==> src/verilog/fcp_pkg.sv <==
// Constants shared by the flash command logic
package fcp_pkg;
  localparam int unsigned CLK_PERIOD_NS      = 50;
  localparam int unsigned STATUS_WRITE_TIME_US = 5000;
  localparam int unsigned PROGRAM_TIME_US    = 1000;
  localparam int unsigned STATUS_WRITE_CYCLES = STATUS_WRITE_TIME_US * 1000 / CLK_PERIOD_NS;
  localparam int unsigned PROGRAM_CYCLES     = PROGRAM_TIME_US * 1000 / CLK_PERIOD_NS;
  localparam int unsigned PAGE_BYTES         = 256;

  localparam logic [7:0] OPC_WRITE_ENABLE  = 8'h06;
  localparam logic [7:0] OPC_WRITE_DISABLE = 8'h04;
  localparam logic [7:0] OPC_VOLATILE_WE   = 8'h50;
  localparam logic [7:0] OPC_SR_WRITE1     = 8'h01;
  localparam logic [7:0] OPC_SR_WRITE2     = 8'h31;
  localparam logic [7:0] OPC_SR_WRITE3     = 8'h11;
  localparam logic [7:0] OPC_RDSR1         = 8'h05;
  localparam logic [7:0] OPC_RDSR2         = 8'h35;
  localparam logic [7:0] OPC_RDSR3         = 8'h15;
  localparam logic [7:0] OPC_READ_EXT      = 8'hC8;
  localparam logic [7:0] OPC_WRITE_EXT     = 8'hC5;
  localparam logic [7:0] OPC_ENTER_32BIT   = 8'hB7;
  localparam logic [7:0] OPC_EXIT_32BIT    = 8'hE9;
  localparam logic [7:0] OPC_PAGE_PROGRAM  = 8'h02;

  // Status bits packed as {sr3, sr2, sr1}
  localparam int unsigned BIT_BUSY      = 0;
  localparam int unsigned BIT_WE_LATCH  = 1;
  localparam int unsigned BIT_BP_LO     = 2;
  localparam int unsigned BIT_TOP_BOT   = 6;
  localparam int unsigned BIT_ADDR_MODE = 16;
  localparam int unsigned BIT_ADDR_BOOT = 17;
  localparam logic [23:0] SR_WRITE_MASK = 24'hE2_3BFC;
  localparam logic [23:0] SR_OTP_MASK   = 24'h00_3800;
  localparam logic [23:0] SR_VOL_KEEP   = 24'h00_3900;
  localparam logic [23:0] SR_RESET      = 24'h00_0000;
  localparam logic [7:0]  EXT_RESET     = 8'h00;
  localparam logic [9:0]  BLOCK_COUNT   = 10'h200;
endpackage : fcp_pkg

==> src/verilog/fcp_page_buf.sv <==
// Page buffer holding program data, registered read port
module fcp_page_buf #(
  parameter int unsigned WIDTH = 8,
  parameter int unsigned DEPTH = 256,
  parameter int unsigned AW    = $clog2(DEPTH)
) (
  input  wire logic             clk,
  input  wire logic             wr_en,
  input  wire logic [AW-1:0]    wr_addr,
  input  wire logic [WIDTH-1:0] wr_data,
  input  wire logic [AW-1:0]    rd_addr,
  output logic      [WIDTH-1:0] rd_data
);
  logic [WIDTH-1:0] mem [DEPTH];

  always_ff @(posedge clk) begin
    if (wr_en) begin
      mem[wr_addr] <= wr_data;
    end
    rd_data <= mem[rd_addr];
  end
endmodule // fcp_page_buf

==> src/verilog/fcp_flash_cmd.sv <==
// Serial flash command logic: status writes, extended address, address mode, page program
// Notes on behaviour
// - Status write changes only writable bits; read-only positions keep their value.
// - Lock bits once set to one stay one until rst_b clears the status registers.
// - Non-volatile status write needs write enable latch set, else rejected.
// - Volatile enable makes next status write touch volatile copy; latch stays zero.
// - Volatile write leaves second status-protect bit and lock bits unchanged.
// - Power-up reset loads SR_RESET into both copies; a reset request reloads the stored non-volatile ones.
// - Status write executes only if select rises after 8, 16 or 24 bits.
// - Non-volatile status write runs timed busy cycle, then clears busy and latch.
// - Volatile status write applies at select rise with busy staying zero.
// - First status write opcode with one byte updates register one only.
// - Extension register read shifts out on falling clock, MSB first.
// - 24-bit mode uses extension register as top address byte; 32-bit ignores it.
// - Extension register write needs latch set and one data byte.
// - Extension register clears at power-up and every reset.
// - In 32-bit mode an address top byte overwrites the extension register.
// - Enter and exit opcodes switch address width when select rises.
// - Page program: latch set, opcode, address, one to 256 data bytes.
// - Program data address wraps within the page, later bytes overwrite.
// - Program runs only on byte-aligned select rise; busy cycle then clears latch.
// - Program into a protected region is skipped.
// - Write enable opcode sets the write enable latch.
module fcp_flash_cmd #(
  parameter int unsigned STATUS_WRITE_CYCLES = fcp_pkg::STATUS_WRITE_CYCLES,
  parameter int unsigned PROGRAM_CYCLES      = fcp_pkg::PROGRAM_CYCLES
) (
  input  wire logic        clk,
  input  wire logic        rst_b,
  input  wire logic        sclk,
  input  wire logic        cs_b,
  input  wire logic [3:0]  io_i,
  output logic      [3:0]  io_o,
  output logic      [3:0]  io_oe,
  input  wire logic        four_line_command_mode,
  input  wire logic        soft_reset,
  output logic             busy,
  output logic             write_enable_latch,
  output logic             address_mode_flag,
  output logic [7:0]       ext_addr,
  output logic [23:0]      status_regs,
  output logic             prog_start,
  output logic [31:0]      prog_addr,
  output logic [8:0]       prog_len,
  input  wire logic [7:0]  pg_rd_addr,
  output logic [7:0]       pg_rd_data
);
  typedef enum logic [2:0] {
    FCP_OPC, FCP_ADDR, FCP_DATA, FCP_READ, FCP_IGNORE
  } fcp_state_t;
  typedef enum logic [1:0] {
    FCP_JOB_NONE, FCP_JOB_SR, FCP_JOB_PROG
  } fcp_job_t;

  typedef struct packed {
    logic [1:0]  sclk_sy;
    logic [1:0]  cs_sy;
    logic [3:0]  io_m;
    logic [3:0]  io_s;
    logic        sclk_p;
    logic        cs_p;
    fcp_state_t  st;
    logic [7:0]  opc;
    logic [7:0]  sh;
    logic [2:0]  nbit;
    logic [2:0]  nbyte;
    logic [23:0] dat;
    logic [31:0] addr;
    logic [7:0]  out;
    logic [2:0]  obit;
    logic [3:0]  dout;
    logic        doe;
    logic [23:0] sr;
    logic [23:0] nv;
    logic [23:0] pend;
    logic        we_latch;
    logic        vol_en;
    logic        addr32;
    logic [7:0]  ext;
    fcp_job_t    job;
    logic [23:0] cnt;
    logic [8:0]  ppn;
    logic        wr_en;
    logic [7:0]  wr_addr;
    logic [7:0]  wr_data;
    logic        go;
    logic [31:0] paddr;
    logic [8:0]  plen;
  } fcp_regs_t;

  fcp_regs_t q;
  fcp_regs_t d;

  // Region check on 64 KB blocks; one block is protected at level one, doubling per level up to all blocks from level ten
  function automatic logic fcp_protected(input logic bottom, input logic [3:0] bp,
                                         input logic [31:0] a);
    logic [9:0] n;
    logic [9:0] blk;
    n   = 10'h000;
    blk = {1'b0, a[24:16]};
    if (bp >= 4'hA) begin
      n = fcp_pkg::BLOCK_COUNT;
    end else if (bp != 4'h0) begin
      n = 10'(10'h001 << (bp - 4'h1));
    end
    if (bottom) begin
      fcp_protected = blk < n;
    end else begin
      fcp_protected = blk >= 10'(fcp_pkg::BLOCK_COUNT - n);
    end
  endfunction

  // Status merge: write only writable positions, keep lock bits sticky
  function automatic logic [23:0] fcp_merge(input logic [23:0] old, input logic [23:0] din,
                                            input logic [23:0] be, input logic vol);
    logic [23:0] m;
    logic [23:0] r;
    m = fcp_pkg::SR_WRITE_MASK & be;
    r = (old & ~m) | (din & m);
    r = r | (old & fcp_pkg::SR_OTP_MASK);
    if (vol) begin
      r = (r & ~fcp_pkg::SR_VOL_KEEP) | (old & fcp_pkg::SR_VOL_KEEP);
    end
    fcp_merge = r;
  endfunction

  function automatic logic [23:0] fcp_view(input fcp_regs_t s);
    logic [23:0] v;
    v = s.sr;
    v[fcp_pkg::BIT_BUSY] = (s.job != FCP_JOB_NONE);
    v[fcp_pkg::BIT_WE_LATCH]  = s.we_latch;
    v[fcp_pkg::BIT_ADDR_MODE] = s.addr32;
    fcp_view = v;
  endfunction

  logic        rise;
  logic        fall;
  logic        cs_rise;
  logic        cs_low;
  logic        bdone;
  logic [7:0]  bval;
  logic [2:0]  step;
  logic [7:0]  rdval;
  logic [2:0]  ndat;
  logic [23:0] din;
  logic [23:0] be;
  logic        sr_ok;
  logic        idle;
  logic [23:0] sview;

  always_comb begin
    d       = q;
    cs_low  = ~q.cs_sy[1];
    rise    = q.sclk_sy[1] & ~q.sclk_p & cs_low;
    fall    = ~q.sclk_sy[1] & q.sclk_p & cs_low;
    cs_rise = q.cs_sy[1] & ~q.cs_p;
    step    = four_line_command_mode ? 3'd4 : 3'd1;
    bval    = four_line_command_mode ? {q.sh[3:0], q.io_s} : {q.sh[6:0], q.io_s[0]};
    bdone   = rise && (3'(q.nbit + step) == 3'd0);
    idle    = (q.job == FCP_JOB_NONE);
    ndat    = 3'(q.nbyte - 3'd1);
    rdval   = 8'h00;
    din     = 24'h00_0000;
    be      = 24'h00_0000;
    sr_ok   = 1'b0;
    sview   = fcp_view(q);

    d.sclk_sy = {q.sclk_sy[0], sclk};
    d.cs_sy   = {q.cs_sy[0], cs_b};
    d.io_m    = io_i;
    d.io_s    = q.io_m;
    d.sclk_p  = q.sclk_sy[1];
    d.cs_p    = q.cs_sy[1];
    d.wr_en   = 1'b0;
    d.go      = 1'b0;

    case (q.opc)
      fcp_pkg::OPC_RDSR2:    rdval = sview[15:8];
      fcp_pkg::OPC_RDSR3:    rdval = sview[23:16];
      fcp_pkg::OPC_READ_EXT: rdval = q.ext;
      default:               rdval = sview[7:0];
    endcase

    case (q.opc)
      fcp_pkg::OPC_SR_WRITE1: begin
        din   = q.dat;
        be    = (ndat == 3'd1) ? 24'h00_00FF :
                (ndat == 3'd2) ? 24'h00_FFFF : 24'hFF_FFFF;
        sr_ok = (ndat >= 3'd1) && (ndat <= 3'd3);
      end
      fcp_pkg::OPC_SR_WRITE2: begin
        din   = {8'h00, q.dat[7:0], 8'h00};
        be    = 24'h00_FF00;
        sr_ok = (ndat == 3'd1);
      end
      fcp_pkg::OPC_SR_WRITE3: begin
        din   = {q.dat[7:0], 16'h0000};
        be    = 24'hFF_0000;
        sr_ok = (ndat == 3'd1);
      end
      default: begin
        sr_ok = 1'b0;
      end
    endcase

    if (rise) begin
      d.sh   = bval;
      d.nbit = 3'(q.nbit + step);
    end

    if (bdone) begin
      if (q.nbyte != 3'd7) begin
        d.nbyte = 3'(q.nbyte + 3'd1);
      end
      case (q.st)
        FCP_OPC: begin
          d.opc = bval;
          d.st  = FCP_IGNORE;
          case (bval)
            fcp_pkg::OPC_RDSR1, fcp_pkg::OPC_RDSR2,
            fcp_pkg::OPC_RDSR3, fcp_pkg::OPC_READ_EXT: begin
              d.st   = FCP_READ;
              d.obit = 3'd0;
            end
            fcp_pkg::OPC_SR_WRITE1, fcp_pkg::OPC_SR_WRITE2, fcp_pkg::OPC_SR_WRITE3: begin
              if (idle && (q.we_latch || q.vol_en)) begin
                d.st = FCP_DATA;
              end
            end
            fcp_pkg::OPC_WRITE_EXT: begin
              if (idle && q.we_latch) begin
                d.st = FCP_DATA;
              end
            end
            fcp_pkg::OPC_PAGE_PROGRAM: begin
              if (idle && q.we_latch) begin
                d.st  = FCP_ADDR;
                d.ppn = 9'h000;
              end
            end
            default: begin
              // Later bytes of an unknown frame must never decode as a new opcode
              d.st = FCP_IGNORE;
            end
          endcase
        end
        FCP_ADDR: begin
          d.addr = {q.addr[23:0], bval};
          if (q.nbyte == (q.addr32 ? 3'd4 : 3'd3)) begin
            d.st = FCP_DATA;
            if (q.addr32) begin
              d.ext = q.addr[23:16];
            end else begin
              d.addr = {q.ext, q.addr[15:0], bval};
            end
          end
        end
        FCP_DATA: begin
          if (q.opc == fcp_pkg::OPC_PAGE_PROGRAM) begin
            d.wr_en   = 1'b1;
            d.wr_addr = 8'(q.addr[7:0] + q.ppn[7:0]);
            d.wr_data = bval;
            if (q.ppn != 9'(fcp_pkg::PAGE_BYTES)) begin
              d.ppn = 9'(q.ppn + 9'h001);
            end
          end else if (q.nbyte <= 3'd3) begin
            d.dat[8*ndat +: 8] = bval;
          end
        end
        default: begin
          d.st = q.st;
        end
      endcase
    end

    // Read data leaves on falling edges, repeating while select stays low
    if (fall && q.st == FCP_READ) begin
      d.doe = 1'b1;
      if (four_line_command_mode) begin
        d.dout = (q.obit == 3'd0) ? rdval[7:4] : q.out[7:4];
        d.out  = (q.obit == 3'd0) ? {rdval[3:0], 4'h0} : {q.out[3:0], 4'h0};
      end else begin
        d.dout = {2'b00, (q.obit == 3'd0) ? rdval[7] : q.out[7], 1'b0};
        d.out  = (q.obit == 3'd0) ? {rdval[6:0], 1'b0} : {q.out[6:0], 1'b0};
      end
      d.obit = 3'(q.obit + step);
    end

    if (!cs_low) begin
      d.doe = 1'b0;
    end

    if (cs_rise) begin
      d.st    = FCP_OPC;
      d.nbit  = 3'd0;
      d.nbyte = 3'd0;
      d.obit  = 3'd0;
      if (q.nbit == 3'd0) begin
        if (q.nbyte == 3'd1 && idle) begin
          case (q.opc)
            fcp_pkg::OPC_WRITE_ENABLE:  d.we_latch = 1'b1;
            fcp_pkg::OPC_WRITE_DISABLE: d.we_latch = 1'b0;
            fcp_pkg::OPC_VOLATILE_WE:   d.vol_en = 1'b1;
            fcp_pkg::OPC_ENTER_32BIT:   d.addr32 = 1'b1;
            fcp_pkg::OPC_EXIT_32BIT:    d.addr32 = 1'b0;
            default:                    d.we_latch = q.we_latch;
          endcase
        end
        if (q.st == FCP_DATA && sr_ok) begin
          if (q.we_latch) begin
            d.pend = fcp_merge(q.nv, din, be, 1'b0);
            d.job  = FCP_JOB_SR;
            d.cnt  = 24'(STATUS_WRITE_CYCLES);
          end else begin
            d.sr = fcp_merge(q.sr, din, be, 1'b1);
          end
        end
        if (q.st == FCP_DATA && q.opc == fcp_pkg::OPC_WRITE_EXT && ndat == 3'd1) begin
          d.ext = q.dat[7:0];
          d.we_latch = 1'b0;
        end
        if (q.st == FCP_DATA && q.opc == fcp_pkg::OPC_PAGE_PROGRAM && q.ppn != 9'h000
            && !fcp_protected(q.sr[fcp_pkg::BIT_TOP_BOT], q.sr[fcp_pkg::BIT_BP_LO +: 4],
                              q.addr)) begin
          d.job   = FCP_JOB_PROG;
          d.cnt   = 24'(PROGRAM_CYCLES);
          d.go    = 1'b1;
          d.paddr = q.addr;
          d.plen  = q.ppn;
        end
      end
      if (q.nbyte != 3'd0 && q.opc != fcp_pkg::OPC_VOLATILE_WE) begin
        d.vol_en = 1'b0;
      end
    end

    if (!idle) begin
      d.cnt = 24'(q.cnt - 24'h00_0001);
      if (q.cnt == 24'h00_0001) begin
        d.job = FCP_JOB_NONE;
        d.we_latch = 1'b0;
        if (q.job == FCP_JOB_SR) begin
          d.nv = q.pend;
          d.sr = q.pend;
        end
      end
    end

    // Reset request reloads volatile state from the stored copy
    if (q.io_s[3] == 1'b0 && soft_reset) begin
      d.ext    = fcp_pkg::EXT_RESET;
      d.sr     = q.nv;
      d.addr32 = q.nv[fcp_pkg::BIT_ADDR_BOOT];
      d.vol_en = 1'b0;
    end
  end

  always_ff @(posedge clk or negedge rst_b) begin
    if (!rst_b) begin
      q         <= '0;
      q.sclk_sy <= 2'b00;
      q.cs_sy   <= 2'b11;
      q.sclk_p  <= 1'b0;
      q.cs_p    <= 1'b1;
      q.st      <= FCP_OPC;
      q.job     <= FCP_JOB_NONE;
      q.sr      <= fcp_pkg::SR_RESET;
      q.nv      <= fcp_pkg::SR_RESET;
      q.ext     <= fcp_pkg::EXT_RESET;
    end else begin
      q <= d;
    end
  end

  fcp_page_buf #(
    .WIDTH (8),
    .DEPTH (fcp_pkg::PAGE_BYTES)
  ) u_page_buf (
    .clk     (clk),
    .wr_en   (q.wr_en),
    .wr_addr (q.wr_addr),
    .wr_data (q.wr_data),
    .rd_addr (pg_rd_addr),
    .rd_data (pg_rd_data)
  );

  assign io_o               = q.dout;
  assign io_oe              = q.doe ? (four_line_command_mode ? 4'hF : 4'h2) : 4'h0;
  assign busy               = (q.job != FCP_JOB_NONE);
  assign write_enable_latch = q.we_latch;
  assign address_mode_flag  = q.addr32;
  assign ext_addr           = q.ext;
  assign status_regs        = fcp_view(q);
  assign prog_start         = q.go;
  assign prog_addr          = q.paddr;
  assign prog_len           = q.plen;
endmodule // fcp_flash_cmd

==> config.mk <==
export PLATFORM = sky130hd
export DESIGN_NAME = fcp_flash_cmd
export DESIGN_NICKNAME = d
export VERILOG_FILES = /design/src/verilog/fcp_pkg.sv /design/src/verilog/fcp_page_buf.sv /design/src/verilog/fcp_flash_cmd.sv
export SDC_FILE = /design/constraint.sdc
export NUM_CORES = 2
export LEC_CHECK = 0
export BUFFER_PORTS_ARGS = -buffer_cell sky130_fd_sc_hd__buf_2
export CAP_MARGIN = 20
export CORE_ASPECT_RATIO = 1.75
export CORE_MARGIN = 2
export CORE_UTILIZATION = 45
export CTS_BUF_LIST = sky130_fd_sc_hd__clkbuf_4 sky130_fd_sc_hd__clkbuf_8 sky130_fd_sc_hd__clkbuf_16
export DETAILED_ROUTE_END_ITERATION = 7
export GPL_TIMING_DRIVEN = 0
export PLACE_DENSITY = 0.62
export SLEW_MARGIN = 20
export SYNTH_ARGS = -nofsm -noshare
export SYNTH_HDL_FRONTEND = slang
export SYNTH_SLANG_ARGS = --single-unit
==> constraint.sdc <==
create_clock -name clk -period 4.75 [get_ports clk]
set_clock_uncertainty 0.05 [all_clocks]
set_input_delay 0.7125 -clock clk [delete_from_list [all_inputs] [get_ports clk]]
set_output_delay 0.7125 -clock clk [all_outputs]
set_load 0.03 [all_outputs]
# After elaboration in Yosys (flattened, before gate mapping)
# Memory sizes are Yosys's and may differ from the RTL's. A register that Yosys moved wholly into a read port is not among the register bits.
# Cells that the tools add are included.
[word_totals] register_bits=287 ram_bits=2048 inputBits=18 output_inout_bits=93 elab_cells=266 n_memories=1
[mem_list] memory="u_page_buf.mem" depth=256 width=8 read_ports=1 rd_ports_with_merged_regs=1 wr=1 line="fcp_page_buf.sv:14" source="logic [WIDTH-1:0] mem [DEPTH];"
[op_classes] add_sub_neg=10 order_cmp=6 n_eq_ne=43 n_shift=3 mux=91 n_bitwise=21 n_reduce_logical=58
[ops] op="$mux 24" n=10
[ops] op="$mux 48" n=3
[ops] op="$pmux 24 s3" n=2
[ops] op="$mux 26" n=5
[ops] op="$mux 42" n=3
[ops] op="$mux 32" n=3
[ops] op="$mux 8" n=11
[ops] op="$mux 37" n=2
[ops] op="$and 24x24->24" n=3
[ops] op="$or 24x14->24" n=3
[ops] op="$mux 59" n=1
[ops] op="$mux 10" n=5
[ops] op="$eq 8x8->1 const B" n=6
[ops] op="$or 24x24->24" n=2
[ops] op="$mux 3" n=14
[ops] op="$mux 17" n=2
[ops] op="$neg 6->34" n=1
[ops] op="$shift 8x34->24 const A" n=1
[ops] op="$shiftx 8x34->24" n=1
[ops] op="$eq 8x5->1 const B" n=4
[ops] op="$eq 8x6->1 const B" n=4
[ops] op="$mux 9" n=3
[ops] op="$reduce_bool 3->1" n=9
[ops] op="$bwmux 24" n=1
[ops] op="58 further kinds" n=133

# Longest topological paths before layout
[logic_depth] word_depth=19 depth_mapped=15 mapped_depth_nobuf=12

# By module
# A second synthesis with hierarchy kept.
[hier_totals] hier_cells=5235 hier_area_um2=93653.6
[by_module_without_submodules] mod="fcp_page_buf" n_inst=1 cells_per_inst=3733 area_each_um2=79556.3 seq_area_each_um2=61659.1
[by_module_without_submodules] mod="fcp_flash_cmd" n_inst=1 cells_per_inst=1502 area_each_um2=14097.3 seq_area_each_um2=6760.2

# Worst setup path after synthesis
# Ideal clock, no wire load.
[synth_path] path_kind="reg2reg" from="register q[42] in the netlist's numbering" to="memory u_page_buf.mem[0][0] (data pin)" setup_ps=804 arrival_time_ps=3183 required_ps=3896 path_slack_ps=713 stages_incl_launch_ff=1 n_path_buf=0 synth_period_minus_slack_ps=4037 path_cell_list="dfrtp_1"
[synth_lines] element="start: declaration" line="fcp_flash_cmd.sv:91" source="fcp_regs_t q;"
[synth_lines] element="end: declaration" line="fcp_page_buf.sv:14"
# Straight into the memory's write port.

==> results.yml <==
yosys:
  syn-cell-area_mm2: 0.0928
  ys_warn_count: 0
  synthTopCellsByArea: "edfxtp_1 66%, mux4_2 12%, dfrtp_1 7.2%, nor2_1 1.5%, mux2i_1 1.1%"
  async_flop_share: 0.116
  syn_inst: 5013
  synth_edf_count: 2048
  synth_top_cell_by_area: "edfxtp_1"
  synth.top_cell.area_share: 0.663
  synth-seq-area-share: 0.737
  syn-num-nets: 5076
  syn_avg_cell_area_um2: 18.5
  synth_ff_type: "edfxtp_1"
  ys_types: 92
  ys_ff_latch: 2326
route:
  vias: 51100
  wl_per_cell_um: 37.3
  totalWireLength_mm: 306
  drt_iter0_markers: 5990
  drt.antenna.violating_nets: 0
  post-route-drc-count: 0
  routed_via_density: 6.22
  drt_first_pass_iters: 8
sta:
  worst_slew_pin_slew_ns: 1.34
  period_share: 0.998
  rsz0062_at_grt: "false"
  setup_violations: 0
  clock.fmax_mhz: 211
  period_needed_ns: 4.74
  hold_viol_final: 0
  finalSetupTns_ns: 0
  drv_slew: 0
  slew_headroom: 0.104
die:
  start_util: 0.453
  row_count: 220
  io-pin-count: 111
  die_h_um: 605
  coreArea_mm2: 0.205
  die_x_um: 347
  dieArea_mm2: 0.210
grt:
  grt_pass1_vias: 51700
  antenna_found_initial: 8
  grt_max_degree: 98
  grt-ovfl-total: 0
  grt_pass1_wl_mm: 417
  grt_use_total: 0.291
power_and_ir_drop:
  powerDensity_mw_per_mm2: 392
  cellLeakagePower_nw: 32.6
  ir_drop_v: 0.000323
final_layout:
  syn2layout_area_growth_pct: 12.8
  final_cell_mix: "2,048 x edfxtp_1, 480 x mux4_2, 354 x nor2_1"
  nets: 5441
  instances_no_fill: 8215
  fill_cells: 16300
  drive_gt1_frac: 0.243
  multi_input_area_mm2: 0.0223
  final_common_cell: "edfxtp_1"
  seqCellArea_mm2: 0.0685
clock_tree:
  cts_root_buf: "clkbuf_16"
  cts_inserted_buffers: 207
  cts_max_path_buffers: 4
  cts_sinks: 2326
  clk_latency_ns: 0.87
  htreeDepth: 4
  tritoncts: "built"
  clk_pin_slew_worst_paths_ns: 0.06
setup_path:
  crit_path_top_delay_cell: "nand4b_1"
  path_cells: "buf_2, buf_2, clkbuf_1, nand4b_1, clkbuf_1, o22ai_1, nor2_1, nand3_1, o311a_1, nor3_1"
  cp_max_fo: 10
  required_ns: 5.37
  endpoint_kind: "flop"
  critical_path_class: "in -> reg"
  cp_data_arrival_time_ns: 5.37
  max_stage_delay_ns: 0.72
  worstSetupStartpointType: "primary input"
flow_run:
  drv_cap: 0
placed_design:
  gp_congestion: 1.02
  port_buffers: 106
  dp_hpwl_mm: 218
  dp_cells: 7826
min_path:
  hold_class: "in -> reg"
status:
  status: "finished clean"
## cell usage after synthesis (all sizes together), types with 6 or more instances
cell type,count
dfrtp,267
dfxtp,8
xor2,12
o311a,7
nand4,39
a211oi,35
a21o,11
a21oi,63
o21a,6
o211ai,11
a222oi,8
nor4,25
xnor2,10
o22ai,79
clkbuf,150
inv,34
or4,8
or4b,6
mux2i,103
edfxtp,2048
or2,8
nor2b,23
a22oi,76
mux2,89
nand2,261
buf,223
a211o,8
o31ai,17
ha,44
nor2,365
a22o,48
nand2b,21
a221oi,45
and3,16
o221ai,24
nand3,61
o21ai,134
or3,7
nor3b,7
nor3,43
a31oi,27
mux4,480
## through the flow
| stage | total power [W] | hold slack (ns) | worst slack [ns] | area, µm² | utilization |
|---|---|---|---|---|---|
| after floorplan | 0.0235 | 0.281 | 0.713 | 92800 | - |
| after global placement | 0.0244 | 0.282 | -3.20 | 96700 | 0.471 |
| after detailed placement | 0.0244 | 0.285 | -0.723 | 97900 | 0.477 |
| after CTS | 0.0411 | 0.223 | 0.0376 | 105000 | 0.510 |
| after global routing | 0.0419 | 0.303 | 0.0447 | 105000 | 0.510 |
| final | 0.0410 | 0.274 | 0.00741 | 105000 | 0.510 |
## final cells by class
class                           instances  share of cell area
Antenna cell                           13            0.000311
Buffer                                371              0.0203
Clock buffer                          250              0.0535
Clock inverter                        119              0.0103
Inverter                               35             0.00126
Multi-Input combinational cell       2279               0.213
Sequential cell                      2326               0.654
Tap cell                             2664              0.0318
Timing Repair Buffer                  158              0.0157
## worst max-delay path, delay by kind of cell
kind / cells / cell delay (ns)
buf+inv: 4 / 1.67
simple gates: 4 / 2.28
compound gates: 2 / 0.68
## worst paths after layout
path	start	endpoint	slack, ns	depth (start not counted)
min in group asynchronous	rst_b	q[261]$_DFFE_PN0P_	0.41	2
min reg2reg	d[278]$_DFF_PN0_	q[278]$_DFF_PN0_	0.30	0
max in group asynchronous	rst_b	q[46]$_DFFE_PN0P_	2.76	4
max	pg_rd_addr[4]	u_page_buf.rd_data[5]$_DFF_P_	0.007	10
max reg2reg	status_regs[3]$_DFF_PN0_	prog_addr[13]$_DFFE_PN0P_	0.21	15
min	four_line_command_mode	q[260]$_DFFE_PN0P_	0.27	3
## cell families after synthesis
group                      Yosys count  synth area share
buffers and inverters              408            0.0239
DFF                               2326             0.737
AOI/OAI and AO/OA                  624            0.0466
muxes                              672             0.138
xor gates and xnor gates            23           0.00232
and+or+nand+nor                    915            0.0454
adders and majority gates           45           0.00615
## what timing repair did
| item | 4_1_cts | 5_1_grt |
|---|---|---|
| gates resized for setup | 0 | 5 |
| endpoints found under the hold margin | 84 | 0 |
| hold buffers | 7 | 0 |
| endpoints found under the setup margin | 0 | 45 |
| buffers inserted | 0 | 0 |
## power breakdown
group	switching, W	total [W]	internal (W)	leakage [nW]
Clock	0.00759	0.0170	0.00941	3.33
Combinational	0.00131	0.00189	0.000574	9.04
Sequential	0.000126	0.0221	0.0220	20.2
## layer usage
metal	vias up	routed length, µm	global-route usage
li1	20900	-	-
met1	26800	97800	0.306
met2	2554	157000	0.511
met3	788	19400	0.0444
met4	4	31900	0.247
met5	-	22	0
## state kept, by name, indices dropped and copies added, names as in the netlist, 4 cells and up
name,cells
d,8
q,185
u_page_buf.rd_data,8
prog_addr,32
prog_len,9
io_o,4
ext_addr,8
status_regs,21
u_page_buf.mem,2048
Power figures use the tool's default switching activity.
